==> src/rtl/xpoint_cfg.svh <==
// register map, field positions, reset values and timing for the crosspoint setup port
`ifndef XPOINT_CFG_SVH
`define XPOINT_CFG_SVH

// printed register indices; byte address is four times the index
`define XP_IDX_CTRL      8'h20
`define XP_IDX_STATUS    8'h21
`define XP_IDX_READBACK  8'h22
`define XP_IDX_WRITE     8'h23
`define XP_ADDR_SHIFT    2

`define XP_REQ_NONE      2'h0
`define XP_REQ_WRITE     2'h1
`define XP_REQ_LSB       0
`define XP_REQ_MSB       1
`define XP_RDY_BIT       0
`define XP_OUT_SEL_LSB   4
`define XP_OUT_SEL_MSB   5
`define XP_IN_SEL_LSB    0
`define XP_IN_SEL_MSB    1
`define XP_SEL_W         2
`define XP_SEL_ZERO      2'h0
`define XP_ROUTE_RESET   8'h00
`define XP_WORD_ZERO     32'h0000_0000

// serial link timing
`define XP_SCLK_HALF_NS  40
`define XP_CLK_PERIOD_NS 10
`define XP_FRAME_BITS    4

`endif

==> src/rtl/xpoint_pkg.sv <==
// types shared by the crosspoint setup port
package xpoint_pkg;

    typedef logic [1:0] sel_t;

    typedef struct packed {
        sel_t out_sel;
        sel_t in_sel;
    } route_cmd_s;

    typedef struct packed {
        logic        psel;
        logic        penable;
        logic        pwrite;
        logic [11:0] paddr;
        logic [31:0] pwdata;
    } apb_req_s;

    typedef enum logic [1:0] {
        SH_IDLE  = 2'b00,
        SH_SHIFT = 2'b01,
        SH_LOAD  = 2'b10
    } shift_state_e;

endpackage

==> src/rtl/route_shifter.sv <==
// serial shifter that sends one output/input pair to the switch chip
`timescale 1ns/100ps
`include "xpoint_cfg.svh"

module route_shifter #(
    parameter int HALF_CYCLES = (`XP_SCLK_HALF_NS + `XP_CLK_PERIOD_NS - 1) / `XP_CLK_PERIOD_NS
) (
    input  wire logic                   clk,
    input  wire logic                   sys_rst,
    input  wire logic                   ce,
    input  wire logic                   start,
    input  wire xpoint_pkg::route_cmd_s cmd,
    output logic                        busy,
    output logic                        done,
    output logic                        sw_sclk,
    output logic                        sw_sdata,
    output logic                        sw_load
);
    import xpoint_pkg::*;

    localparam int CW = $clog2(HALF_CYCLES + 1);

    shift_state_e                 state_q;
    logic [CW-1:0]                div_q;
    logic [2:0]                   bit_q;
    logic [`XP_FRAME_BITS-1:0]    sr_q;
    logic                         phase_q;

    wire half_end = (div_q == CW'(HALF_CYCLES - 1));
    wire last_bit = (bit_q == 3'(`XP_FRAME_BITS - 1));

    assign busy = (state_q != SH_IDLE);

    always_ff @(posedge clk) begin
        if (sys_rst) begin
            state_q  <= SH_IDLE;
            div_q    <= '0;
            bit_q    <= '0;
            sr_q     <= '0;
            phase_q  <= 1'b0;
            done     <= 1'b0;
            sw_sclk  <= 1'b0;
            sw_sdata <= 1'b0;
            sw_load  <= 1'b0;
        end else if (ce) begin
            done  <= 1'b0;
            div_q <= half_end ? '0 : div_q + CW'(1);
            case (state_q)
                SH_IDLE: begin
                    div_q <= '0;
                    if (start) begin
                        sr_q     <= cmd;
                        sw_sdata <= cmd[`XP_FRAME_BITS-1];
                        bit_q    <= '0;
                        phase_q  <= 1'b0;
                        state_q  <= SH_SHIFT;
                    end
                end
                SH_SHIFT: begin
                    // data changes on the falling edge, chip samples on the rising
                    if (half_end) begin
                        phase_q <= ~phase_q;
                        sw_sclk <= ~phase_q;
                        if (phase_q) begin
                            sr_q     <= {sr_q[`XP_FRAME_BITS-2:0], 1'b0};
                            sw_sdata <= sr_q[`XP_FRAME_BITS-2];
                            bit_q    <= bit_q + 3'(1);
                            if (last_bit) begin
                                sw_load <= 1'b1;
                                state_q <= SH_LOAD;
                            end
                        end
                    end
                end
                SH_LOAD: begin
                    if (half_end) begin
                        sw_load  <= 1'b0;
                        sw_sdata <= 1'b0;
                        done     <= 1'b1;
                        state_q  <= SH_IDLE;
                    end
                end
                default: state_q <= SH_IDLE;
            endcase
        end
    end
endmodule // route_shifter

==> src/rtl/crosspoint_switch_setup_port.sv <==
// APB register front end for the 4x4 clock crosspoint switch setup
//
// Overview of operation
// - status bit 0 reads 0 while busy, 1 when a command can be taken.
// - readback shows each output's source input, output 3 highest field.
// - two-bit selection code equals the input number, 0 through 3.
// - one write-data transfer reroutes exactly one output, others unchanged.
// - write-data bits 5:4 pick the output to reprogram.
// - write-data bits 1:0 hold the input number, readable and writable.
// - writing 0b01 to request starts transfer; reads in progress, self-clears.
`timescale 1ns/100ps
`include "xpoint_cfg.svh"

module crosspoint_switch_setup_port #(
    parameter int HALF_CYCLES = (`XP_SCLK_HALF_NS + `XP_CLK_PERIOD_NS - 1) / `XP_CLK_PERIOD_NS
) (
    input  wire logic        clk,
    input  wire logic        sys_rst,
    input  wire logic        ce,
    input  wire logic        psel,
    input  wire logic        penable,
    input  wire logic        pwrite,
    input  wire logic [11:0] paddr,
    input  wire logic [31:0] pwdata,
    output logic [31:0]      prdata,
    output logic             pready,
    output logic             pslverr,
    output logic             sw_sclk,
    output logic             sw_sdata,
    output logic             sw_load
);
    import xpoint_pkg::*;

    apb_req_s   req;
    route_cmd_s wr_data_q;
    logic [7:0] route_q;
    logic       pending_q;
    logic       ready_q;
    logic       sh_busy;
    logic       sh_done;
    logic [31:0] rd_mux;

    assign req = '{psel: psel, penable: penable, pwrite: pwrite, paddr: paddr, pwdata: pwdata};

    wire hit_ctrl   = (req.paddr == 12'(`XP_IDX_CTRL)     << `XP_ADDR_SHIFT);
    wire hit_status = (req.paddr == 12'(`XP_IDX_STATUS)   << `XP_ADDR_SHIFT);
    wire hit_rb     = (req.paddr == 12'(`XP_IDX_READBACK) << `XP_ADDR_SHIFT);
    wire hit_wr     = (req.paddr == 12'(`XP_IDX_WRITE)    << `XP_ADDR_SHIFT);
    wire mapped     = hit_ctrl | hit_status | hit_rb | hit_wr;
    wire setup      = req.psel & ~req.penable;
    wire access     = req.psel & req.penable & ce;
    wire wr_en      = access & req.pwrite & mapped;
    wire busy       = pending_q | sh_busy;

    wire [`XP_SEL_W-1:0] req_field = req.pwdata[`XP_REQ_MSB:`XP_REQ_LSB];
    // new data and requests are dropped while busy so a transfer never sees its data move
    wire load_wr   = wr_en & hit_wr & ~busy;
    wire start_req = wr_en & hit_ctrl & ~busy & (req_field == `XP_REQ_WRITE);
    wire [`XP_SEL_W-1:0] ctrl_rd = busy ? `XP_REQ_WRITE : `XP_REQ_NONE;

    // every access answers in its first access cycle
    assign pready  = 1'b1;
    assign pslverr = req.psel & req.penable & ~mapped;

    always_comb begin
        rd_mux = `XP_WORD_ZERO;
        if (hit_ctrl) begin
            rd_mux[`XP_REQ_MSB:`XP_REQ_LSB] = ctrl_rd;
        end
        if (hit_status) begin
            rd_mux[`XP_RDY_BIT] = ready_q;
        end
        if (hit_rb) begin
            rd_mux[7:0] = route_q;
        end
        if (hit_wr) begin
            rd_mux[`XP_OUT_SEL_MSB:`XP_OUT_SEL_LSB] = wr_data_q.out_sel;
            rd_mux[`XP_IN_SEL_MSB:`XP_IN_SEL_LSB]   = wr_data_q.in_sel;
        end
    end

    // read data is caught in the setup cycle so it can come from a flop
    always_ff @(posedge clk) begin
        if (sys_rst) begin
            prdata <= `XP_WORD_ZERO;
        end else if (ce && setup) begin
            prdata <= req.pwrite ? `XP_WORD_ZERO : rd_mux;
        end
    end

    always_ff @(posedge clk) begin
        if (sys_rst) begin
            wr_data_q <= '{out_sel: `XP_SEL_ZERO, in_sel: `XP_SEL_ZERO};
        end else if (load_wr) begin
            wr_data_q.out_sel <= req.pwdata[`XP_OUT_SEL_MSB:`XP_OUT_SEL_LSB];
            wr_data_q.in_sel  <= req.pwdata[`XP_IN_SEL_MSB:`XP_IN_SEL_LSB];
        end
    end

    always_ff @(posedge clk) begin
        if (sys_rst) begin
            pending_q <= 1'b0;
        end else if (ce) begin
            pending_q <= start_req;
        end
    end

    // ready leaves reset low and rises one cycle later once idle
    always_ff @(posedge clk) begin
        if (sys_rst) begin
            ready_q <= 1'b0;
        end else if (ce) begin
            ready_q <= ~busy & ~start_req;
        end
    end

    // only the addressed field is replaced; code value is the input number
    always_ff @(posedge clk) begin
        if (sys_rst) begin
            route_q <= `XP_ROUTE_RESET;
        end else if (ce && sh_done) begin
            route_q[wr_data_q.out_sel * `XP_SEL_W +: `XP_SEL_W] <= wr_data_q.in_sel;
        end
    end

    route_shifter #(
        .HALF_CYCLES (HALF_CYCLES)
    ) u_shifter (
        .clk      (clk),
        .sys_rst  (sys_rst),
        .ce       (ce),
        .start    (pending_q),
        .cmd      (wr_data_q),
        .busy     (sh_busy),
        .done     (sh_done),
        .sw_sclk  (sw_sclk),
        .sw_sdata (sw_sdata),
        .sw_load  (sw_load)
    );
endmodule // crosspoint_switch_setup_port

==> config.mk <==
export PLATFORM = sky130hd
export DESIGN_NAME = crosspoint_switch_setup_port
export DESIGN_NICKNAME = d
export VERILOG_FILES = /design/src/rtl/xpoint_pkg.sv /design/src/rtl/route_shifter.sv /design/src/rtl/crosspoint_switch_setup_port.sv
export VERILOG_INCLUDE_DIRS = /design/src /design/src/rtl
export SDC_FILE = /design/constraint.sdc
export NUM_CORES = 1
export LEC_CHECK = 0
export BUFFER_PORTS_ARGS = -buffer_cell sky130_fd_sc_hd__buf_2
export CAP_MARGIN = 20
export CORE_MARGIN = 2
export CORE_UTILIZATION = 52
export CTS_CLUSTER_DIAMETER = 60
export DETAILED_ROUTE_END_ITERATION = 16
export MAX_ROUTING_LAYER = met4
export PLACE_DENSITY = 0.86
export SETUP_SLACK_MARGIN = 0.05
export SLEW_MARGIN = 0
export SYNTH_ARGS = -nofsm -noshare
export SYNTH_HDL_FRONTEND = slang
export SYNTH_SLANG_ARGS = --single-unit
==> constraint.sdc <==
create_clock -name clk -period 3.4 [get_ports clk]
set_input_delay 0 -clock clk [delete_from_list [all_inputs] [get_ports clk]]
set_output_delay 0 -clock clk [all_outputs]
set_load 0.01 [all_outputs]
Word level (Yosys, flattened, before mapping)
Index checks and enable logic that the tools add are counted.

operators by class
  add/subtract/negate cells = 3
  $mul = 0
  div/mod/pow operators = 0
  $lt $le $gt $ge = 0
  eq/ne operators = 14
  shifts and indexed selects = 2
  mux-type cells = 38
  bitwise logic cells = 21
  reductions and logical operators = 13

operators by type and width
  cell                      count
  $eq A12 B8 Y1 const B     4
  $neg A3 Y34               1
  $shift A2 B34 Y8 const A  1
  $shiftx A2 B34 Y8         1
  $mux W3                   8
  $reduce_and A6 Y1         3
  $mux W8                   2
  $mux W1                   14
  $mux W2                   7
  $and A1 B1 Y1             12
  $pmux W3 S2               2
  $bwmux W8                 1
  $ne A2 B1 Y1 const B      4
  $add A3 B1 Y3 const B     2
  $eq A3 B2 Y1 const B      2
  $pmux W2 S3               1
  $reduce_bool A2 Y1        3
  $not A1 Y1                5
  $reduce_and A5 Y1         1
  $eq A2 B1 Y1 const B      2
  $or A1 B1 Y1              4
  $pmux W1 S2               2
  $reduce_and A4 Y1         1
  $pmux W1 S3               1
  other kinds (6)           7

storage, ports and cells
  flip-flop bits (word level) = 62
  latch bits = 0
  bits in writable memories = 0
  memory bits (read-only) = 0
  input port bits = 50
  output and inout port bits = 37
  logic and storage cells = 106
  memories = 0

Logic depth before layout (Yosys ltp)
Gate-level depths: netlist (run 1).

  depth after elaboration = 10
  depth in mapped cells = 8
  gate-level depth less buffers = 6

By module
From an unflattened synthesis (run 1), not the netlist that was laid out.

second synthesis, totals
  cell total of the unflattened synthesis = 246
  area total of the unflattened synthesis = 2160.8 µm²

by module, submodules not included
  module                        times used  cells an instance  area an instance (µm²)  seq. area each (µm²)
  crosspoint_switch_setup_port  1           150                1280.0                  440.4
  route_shifter                 1           96                 880.8                   320.3

Least setup slack after synthesis (run 1)
No wires, ideal clock.

  path type = register -> register
  from = reg wr_data_q[2] (netlist bit)
  to = reg route_q[4]
  setup time = 71 ps
  arrival time = 1571 ps
  data required time = 3329 ps
  path slack = 1759 ps
  cell stages (with the launch flop) = 7
  path buffers = 0
  period minus slack after synthesis = 1641 ps
  path through = dfxtp_1 > inv_1 > ha_1 > nor2b_1 > nand2_1 > or3_1 > a21oi_1

on the way
  longest elaborated chain between the ends = 3
  elaborated cells on any way between the ends = 4
  classes of those cells = 1 x add/sub; 2 x shift; 1 x mux

ends and longest elaborated chain
  what                                                   RTL line                             text
  from (decl)                                            crosspoint_switch_setup_port.sv:35   route_cmd_s wr_data_q;
  from (signal assigned)                                 crosspoint_switch_setup_port.sv:93   wr_data_q <= '{out_sel: `XP_SEL_ZERO, in_sel: `XP_SEL_ZERO};
  $neg A3 Y34 (*)                                        crosspoint_switch_setup_port.sv:122  route_q[wr_data_q.out_sel * `XP_SEL_W +: `XP_SEL_W] <= wr_data_q.in_sel;
  $shiftx A2 B34 Y8 or $shift A2 B34 Y8 (tied branches)  crosspoint_switch_setup_port.sv:122
  $bwmux W8 (*)                                          crosspoint_switch_setup_port.sv:122
  to (signal assigned)                                   crosspoint_switch_setup_port.sv:120  route_q <= `XP_ROUTE_RESET;
  to (signal, indexed assignment)                        crosspoint_switch_setup_port.sv:122
  to (decl)                                              crosspoint_switch_setup_port.sv:36   logic [7:0] route_q;

Every way passes the cells marked *; elsewhere a longest branch is shown, timed or not.
A chain may end at the register's enable or synchronous reset.

Worst setup path in the final report (run 1)
  from = reg u_shifter.state_q[1]
  to = reg u_shifter.sw_sdata

on the way
  longest elaborated chain between the ends = 3
  elaborated cells on any way between the ends = 10
  classes of those cells = 6 x eq/ne; 1 x mux; 3 x reduce/logical

ends and longest elaborated chain
  what                                            RTL line             text
  from (decl)                                     route_shifter.sv:23  shift_state_e state_q;
  from (signal assigned)                          route_shifter.sv:36  state_q <= SH_IDLE;
  from (signal assigned)                          route_shifter.sv:56  state_q <= SH_SHIFT;
  from (signal assigned)                          route_shifter.sv:70  state_q <= SH_LOAD;
  $eq A2 B2 Y1 (tied with other cells)            route_shifter.sv:48  case (state_q)
  $ne A2 B1 Y1 (no line) (tied with other cells)  --
  $reduce_and A6 Y1 (no line)                     --
  to (signal assigned)                            route_shifter.sv:53  sw_sdata <= cmd[`XP_FRAME_BITS-1];
  to (signal assigned)                            route_shifter.sv:66  sw_sdata <= sr_q[`XP_FRAME_BITS-2];
  to (decl)                                       route_shifter.sv:16  output logic sw_sdata,

Parallel ways exist; a longest one is shown, timed or not.

==> results.toml, run 1 <==
[synth]
synth_flop_cell = "dfxtp_1"
syn_inst = 242
synth_top_area_share_pct = 35.58
async_flop_share_pct = 0
synth_top_cell_by_area = "dfxtp_1"
yosys_warnings = 0
ys_ff_latch = 38
synth_edf_count = 0
synth_seq_area_share_pct = 35.58
syn_area_per_cell_sq_um = 8.836
ys_top_cells_by_area = "dfxtp_1 (36%), buf_4 (9.8%), ha_1 (6.4%), mux2i_1 (4.2%), a21oi_1 (4.0%)"
synth_area_sq_mm = 0.002138
ys_types = 48

[cts]
clk_pin_slew_ns = 0.08
clock_path_buffers = 2
cts_hold_buf = 4
post_cts_buffers = 0
cts_root_buf = "clkbuf_8"
cts_resized = 0
insertion_delay_ns = 0.30
cts_tree = "done"
htree_levels = 2
clock-sinks = 38
numCtsBuffers = 5

[sta]
tns_ns = 0
finalHoldViolations = 0
rsz0062_at_grt = "no"
tightest_slew_ns = 0.7002
skew_ns = 0.005378
max_freq_mhz = 427.6
fin_crit_sh_pct = 68.79
relSlewSlack_pct = 53.24
fin_crit_ns = 2.339
drv_slew = 0
setup_viol = 0

[final_layout]
seq_area_sq_um = 760.7
final_common_cell = "dfxtp_1"
layout-drive-gt1-share_pct = 18.08
final_cell_area_sq_mm = 0.002338
finish.net_count = 331
diodes = 0
final_cell_mix = "dfxtp_1 (38), buf_2 (33), conb_1 (25)"
fillers = 338
syn_to_final_growth_pct = 9.362
multiInputGateArea_sq_mm = 0.001179

[global_routing]
use_met2_pct = 32.16
grt_max_degree = 34
grt_busiest_layer = "met2"
grt_util_met3_pct = 4.441
gr-total-overflow = 0
grt.total_usage_pct = 19.50
grt_use_met1_pct = 22.47
grt_pass1_vias = 1469
grt_pass1_wl_mm = 6.513
grt_antenna_before_repair = 0

[floorplan]
core_area_sq_mm = 0.003971
fp.dieW_microns = 68.13
die_area_sq_mm = 0.004641
fp.dieH_microns = 68.13
ios = 87
rows = 23
initial_core_util_pct = 53.84

[worst_setup_path]
critical_path.endpoint_type = "flop"
path_cells = "inv_1 -> ha_1 -> nand4b_1 -> a211oi_2 -> o2bb2ai_1 -> mux2i_1"
critPathLaunchType = "flop"
critPathSlowestCell = "a211oi_2"
worstPathRequired_ns = 3.63
crit_fanout = 20
slowest_delay_ns = 0.66
crit_type = "flop to flop"
crit_arrival_ns = 2.57

[worst_hold_path]
hold_path.class = "primary input to flop"

[place]
dpl.hpwl_mm = 2.939
place_congestion = 0.7649
portBuffers = 33
dpl_cell_area_sq_mm = 0.002190

[pwr]
power_density_mw_per_mm2 = 380.3
peakVddDrop_mv = 0.1874
leakage_nw = 0.9423

[flow_run]
cap_violations = 0

[run_status]
outcome = "finished, final reports clean"

[drt]
final_antenna_net_count = 0
num_vias = 1768
drtIter0Drc = 172
drc = 0
vias_per_cell = 5.508
drt-total-wl_mm = 4.346
wl_per_cell_microns = 13.54
firstDrtPassIters = 4
==> sequential cells by signal, indices dropped and copies added (netlist names) <==
| register | cells |
|---|---|
| pending_q | 1 |
| wr_data_q | 4 |
| u_shifter.sw_load | 1 |
| u_shifter.phase_q | 1 |
| u_shifter.bit_q | 3 |
| u_shifter.state_q | 2 |
| u_shifter.sw_sdata | 1 |
| u_shifter.done | 1 |
| ready_q | 1 |
| u_shifter.sr_q | 3 |
| route_q | 8 |
| u_shifter.sw_sclk | 1 |
| u_shifter.div_q | 3 |
| prdata | 8 |
==> cells by family after synthesis <==
kind of cell | share of synthesized area (%)
simple gates | 23.76
compound gates | 15.27
buf+inv | 13.34
flops | 35.58
fa+ha+maj | 6.436
mux | 5.266
other cells | 0.3512
==> final cells by class <==
cell class,count,area share (%)
sequential,38,32.53
tap,50,2.675
clock buffer,5,2.943
inverter,6,0.9631
timing repair buffer,37,8.775
clock inverter,3,1.712
multi-input combinational,182,50.40
==> through the flow <==
stage | setup slack, ns | hold slack, ns | util [%] | power [mW] | instances
2_1_floorplan | 1.759 | 0.09390 | - | 0.5134 | 265
3_3_place_gp | 1.121 | 0.2829 | 55.14 | 0.5097 | 309
3_5_place_dp | 1.120 | 0.2770 | 55.14 | 0.5103 | 309
4_1_cts | 1.077 | 0.08959 | 58.88 | 0.8930 | 321
5_1_grt | 0.8646 | 0.1239 | 58.88 | 0.9174 | 321
6_report | 1.061 | 0.1023 | 58.88 | 0.8894 | 321
==> path summary, 6_finish.rpt <==
| kind | start | end | slack, ns | cells past startpoint |
|---|---|---|---|---|
| hold reg to reg | route_q[5] | route_q[5] | 0.45 | 2 |
| setup reg to reg | u_shifter.state_q[1] | u_shifter.sw_sdata | 1.06 | 6 |
| setup / recovery | u_shifter.state_q[1] | u_shifter.sw_sdata | 1.06 | 6 |
| hold / removal | paddr[3] | prdata[4] | 0.10 | 3 |
==> power by group <==
group | total [mW] | internal (mW) | switching [mW] | leakage [nW]
combinational | 0.0590 | 0.0200 | 0.0390 | 0.578
sequential | 0.446 | 0.445 | 0.000331 | 0.306
clock | 0.385 | 0.216 | 0.169 | 0.0579
==> routing by layer <==
metal,vias to the layer above,routed length [microns]
met2,67,2020
met1,822,1950
met3,8,298
met4,0,77
li1,871,-
met5,-,0
==> cells in the mapped netlist, drive strengths merged (3+ instances only) <==
| library cell | instances |
|---|---|
| a22oi | 4 |
| nor2b | 5 |
| nand2 | 16 |
| nor2 | 14 |
| nand3b | 4 |
| clkbuf | 7 |
| nand4 | 9 |
| mux2i | 9 |
| inv | 6 |
| a22o | 4 |
| nand2b | 8 |
| o21ai | 9 |
| a21oi | 17 |
| buf | 32 |
| nand3 | 9 |
| dfxtp | 38 |
| and3 | 4 |
| nor4b | 3 |
| a211oi | 3 |
| ha | 11 |
| nor4 | 4 |
==> critical path: cells and delay by family (launching register included) <==
kind | cells | cell delay [ns]
AOI/OAI and AO/OA | 2 | 0.87
adders and majority gates | 1 | 0.58
buffers and inverters | 1 | 0.07
DFF | 1 | 0.33
muxes | 1 | 0.21
and+or+nand+nor | 1 | 0.19
(Power assumes the default switching activity.)
==> inputs of run 2 (changes only) <==
CORE_UTILIZATION = 48   (was 52)
PLACE_DENSITY = 0.81   (was 0.86)
clock period = 2.3 ns   (was 3.4 ns; I/O delays follow)
==> results.toml, run 2 (synthesis results as in run 1) <==
[cts]
htree_levels = 2
numCtsBuffers = 5
cts_root_buf = "clkbuf_8"
insertion_delay_ns = 0.30
cts_tree = "done"
clock-sinks = 38
clock_path_buffers = 2
clk_pin_slew_ns = 0.08
post_cts_buffers = 0
cts_resized = 0

[sta]
relSlewSlack_pct = 65.23
max_freq_mhz = 500.3
finalHoldViolations = 0
tightest_slew_ns = 0.5206
fin_crit_sh_pct = 86.91
rsz0062_at_grt = "no"
drv_slew = 0
setup_viol = 0
tns_ns = 0
skew_ns = 0.008655
fin_crit_ns = 1.999
fin_ws_ns = 0.3010

[final_layout]
final_common_cell = "dfxtp_1"
reg_top3 = "prdata (8), route_q (8), wr_data_q (4)"
final_cells = 329
syn_to_final_growth_pct = 11.06
diodes = 0
layout-drive-gt1-share_pct = 19.49
final_cell_mix = "dfxtp_1 (38), buf_2 (33), conb_1 (25)"
final_util_pct = 54.92
finish.net_count = 337

[global_routing]
grt_pass1_wl_mm = 6.927
grt.total_usage_pct = 17.81
grt_max_degree = 27
grt_pass1_vias = 1524
grt_antenna_before_repair = 0
gr-total-overflow = 0

[worst_setup_path]
critPathLaunchType = "flop"
crit_fanout = 11
path_cells = "inv_1 -> ha_1 -> and2b_1 -> a211oi_2 -> buf_4 -> nor2_1 -> a211oi_1"
critPathSlowestCell = "a211oi_2"
worstPathRequired_ns = 2.51
critical_path.endpoint_type = "flop"
cpLargestDelayFamily = "compound AO/OA/AOI/OAI gates"
crit_arrival_ns = 2.21
crit_buf_inv = 2
slowest_delay_ns = 0.43
crit_type = "flop to flop"

[place]
portBuffers = 33
dp.cells = 316
dpl.hpwl_mm = 3.065
dp_slack_ns = 0.3440
place_congestion = 0.8536

[pwr]
power_density_mw_per_mm2 = 519.1
p_total_mw = 1.233
peakVddDrop_mv = 0.2085
leakage_nw = 0.9624

[floorplan]
core_area_sq_mm = 0.004324
fp.dieW_microns = 70.75
initial_core_util_pct = 49.45
die_area_sq_mm = 0.005005
fp.dieH_microns = 70.75
ios = 87
rows = 24

[drt]
wl_per_cell_microns = 13.05
vias_per_cell = 5.407
num_vias = 1779
drc = 0
drtIter0Drc = 125
drt-total-wl_mm = 4.292
firstDrtPassIters = 4
final_antenna_net_count = 0

[flow_run]
cap_violations = 0

[run_status]
outcome = "finished, final reports clean"

[worst_hold_path]
hold_path.class = "primary input to flop"
run 2: cell count changes in the layout (fill, tap and decap cells not counted), sizes merged:
cell	before	now
dlygate4sd3	4	5
bufinv	1	0
clkinvlp	0	1
clkinv	2	1
clkbuf	5	6
buf	33	38
run 2: through the flow:
step | hold WS (ns) | instance area, sq um
after floorplan | 0.09390 | 2225
after global placement | 0.2819 | 2230
after detailed placement | 0.2795 | 2230
after CTS | 0.07318 | 2375
after global routing | 0.07856 | 2375
final | 0.06489 | 2375
run 2: metal layers:
layer / track usage [%] / wire (microns) / vias up
met5: - / 0 / -
met4: 7.338 / 84 / 0
met3: 3.704 / 232 / 8
met2: 28.04 / 2010 / 56
met1: 22.29 / 1964 / 833
li1: - / - / 882
run 2: final cells by class:
class	count	area, sq um
Fill cell	387	1949
Multi-Input combinational cell	182	1179
Sequential cell	38	760.7
Timing Repair Buffer	43	252.7
Clock buffer	6	82.58
Tap cell	52	65.06
Inverter	6	22.52
Clock inverter	2	12.51
run 2: final timing paths:
check / from / end / slack, ns / depth (start not counted)
hold reg to reg: prdata[4] / prdata[4] / 0.45 / 2
setup reg to reg: u_shifter.state_q[0] / u_shifter.sr_q[1] / 0.30 / 7
setup / recovery: u_shifter.state_q[0] / u_shifter.sr_q[1] / 0.30 / 7
hold / removal: paddr[3] / prdata[4] / 0.06 / 3
run 2: timing repair:
action | 4_1_cts | 5_1_grt
endpoints found under the hold margin | 8 | 0
setup endpoints to repair | 0 | 0
hold buffers | 5 | 0
run 2: power breakdown:
group          switching (mW)  total, mW  internal [mW]
Clock                   0.243      0.484          0.241
Sequential           0.000660      0.659          0.658
Combinational          0.0578     0.0895         0.0317
run 2: tightest hold or removal path: cells and delay by family:
| family | cells | cell delay, ns |
|---|---|---|
| buf+inv | 1 | 0.13 |
| simple gates | 1 | 0.10 |
| compound gates | 1 | 0.08 |
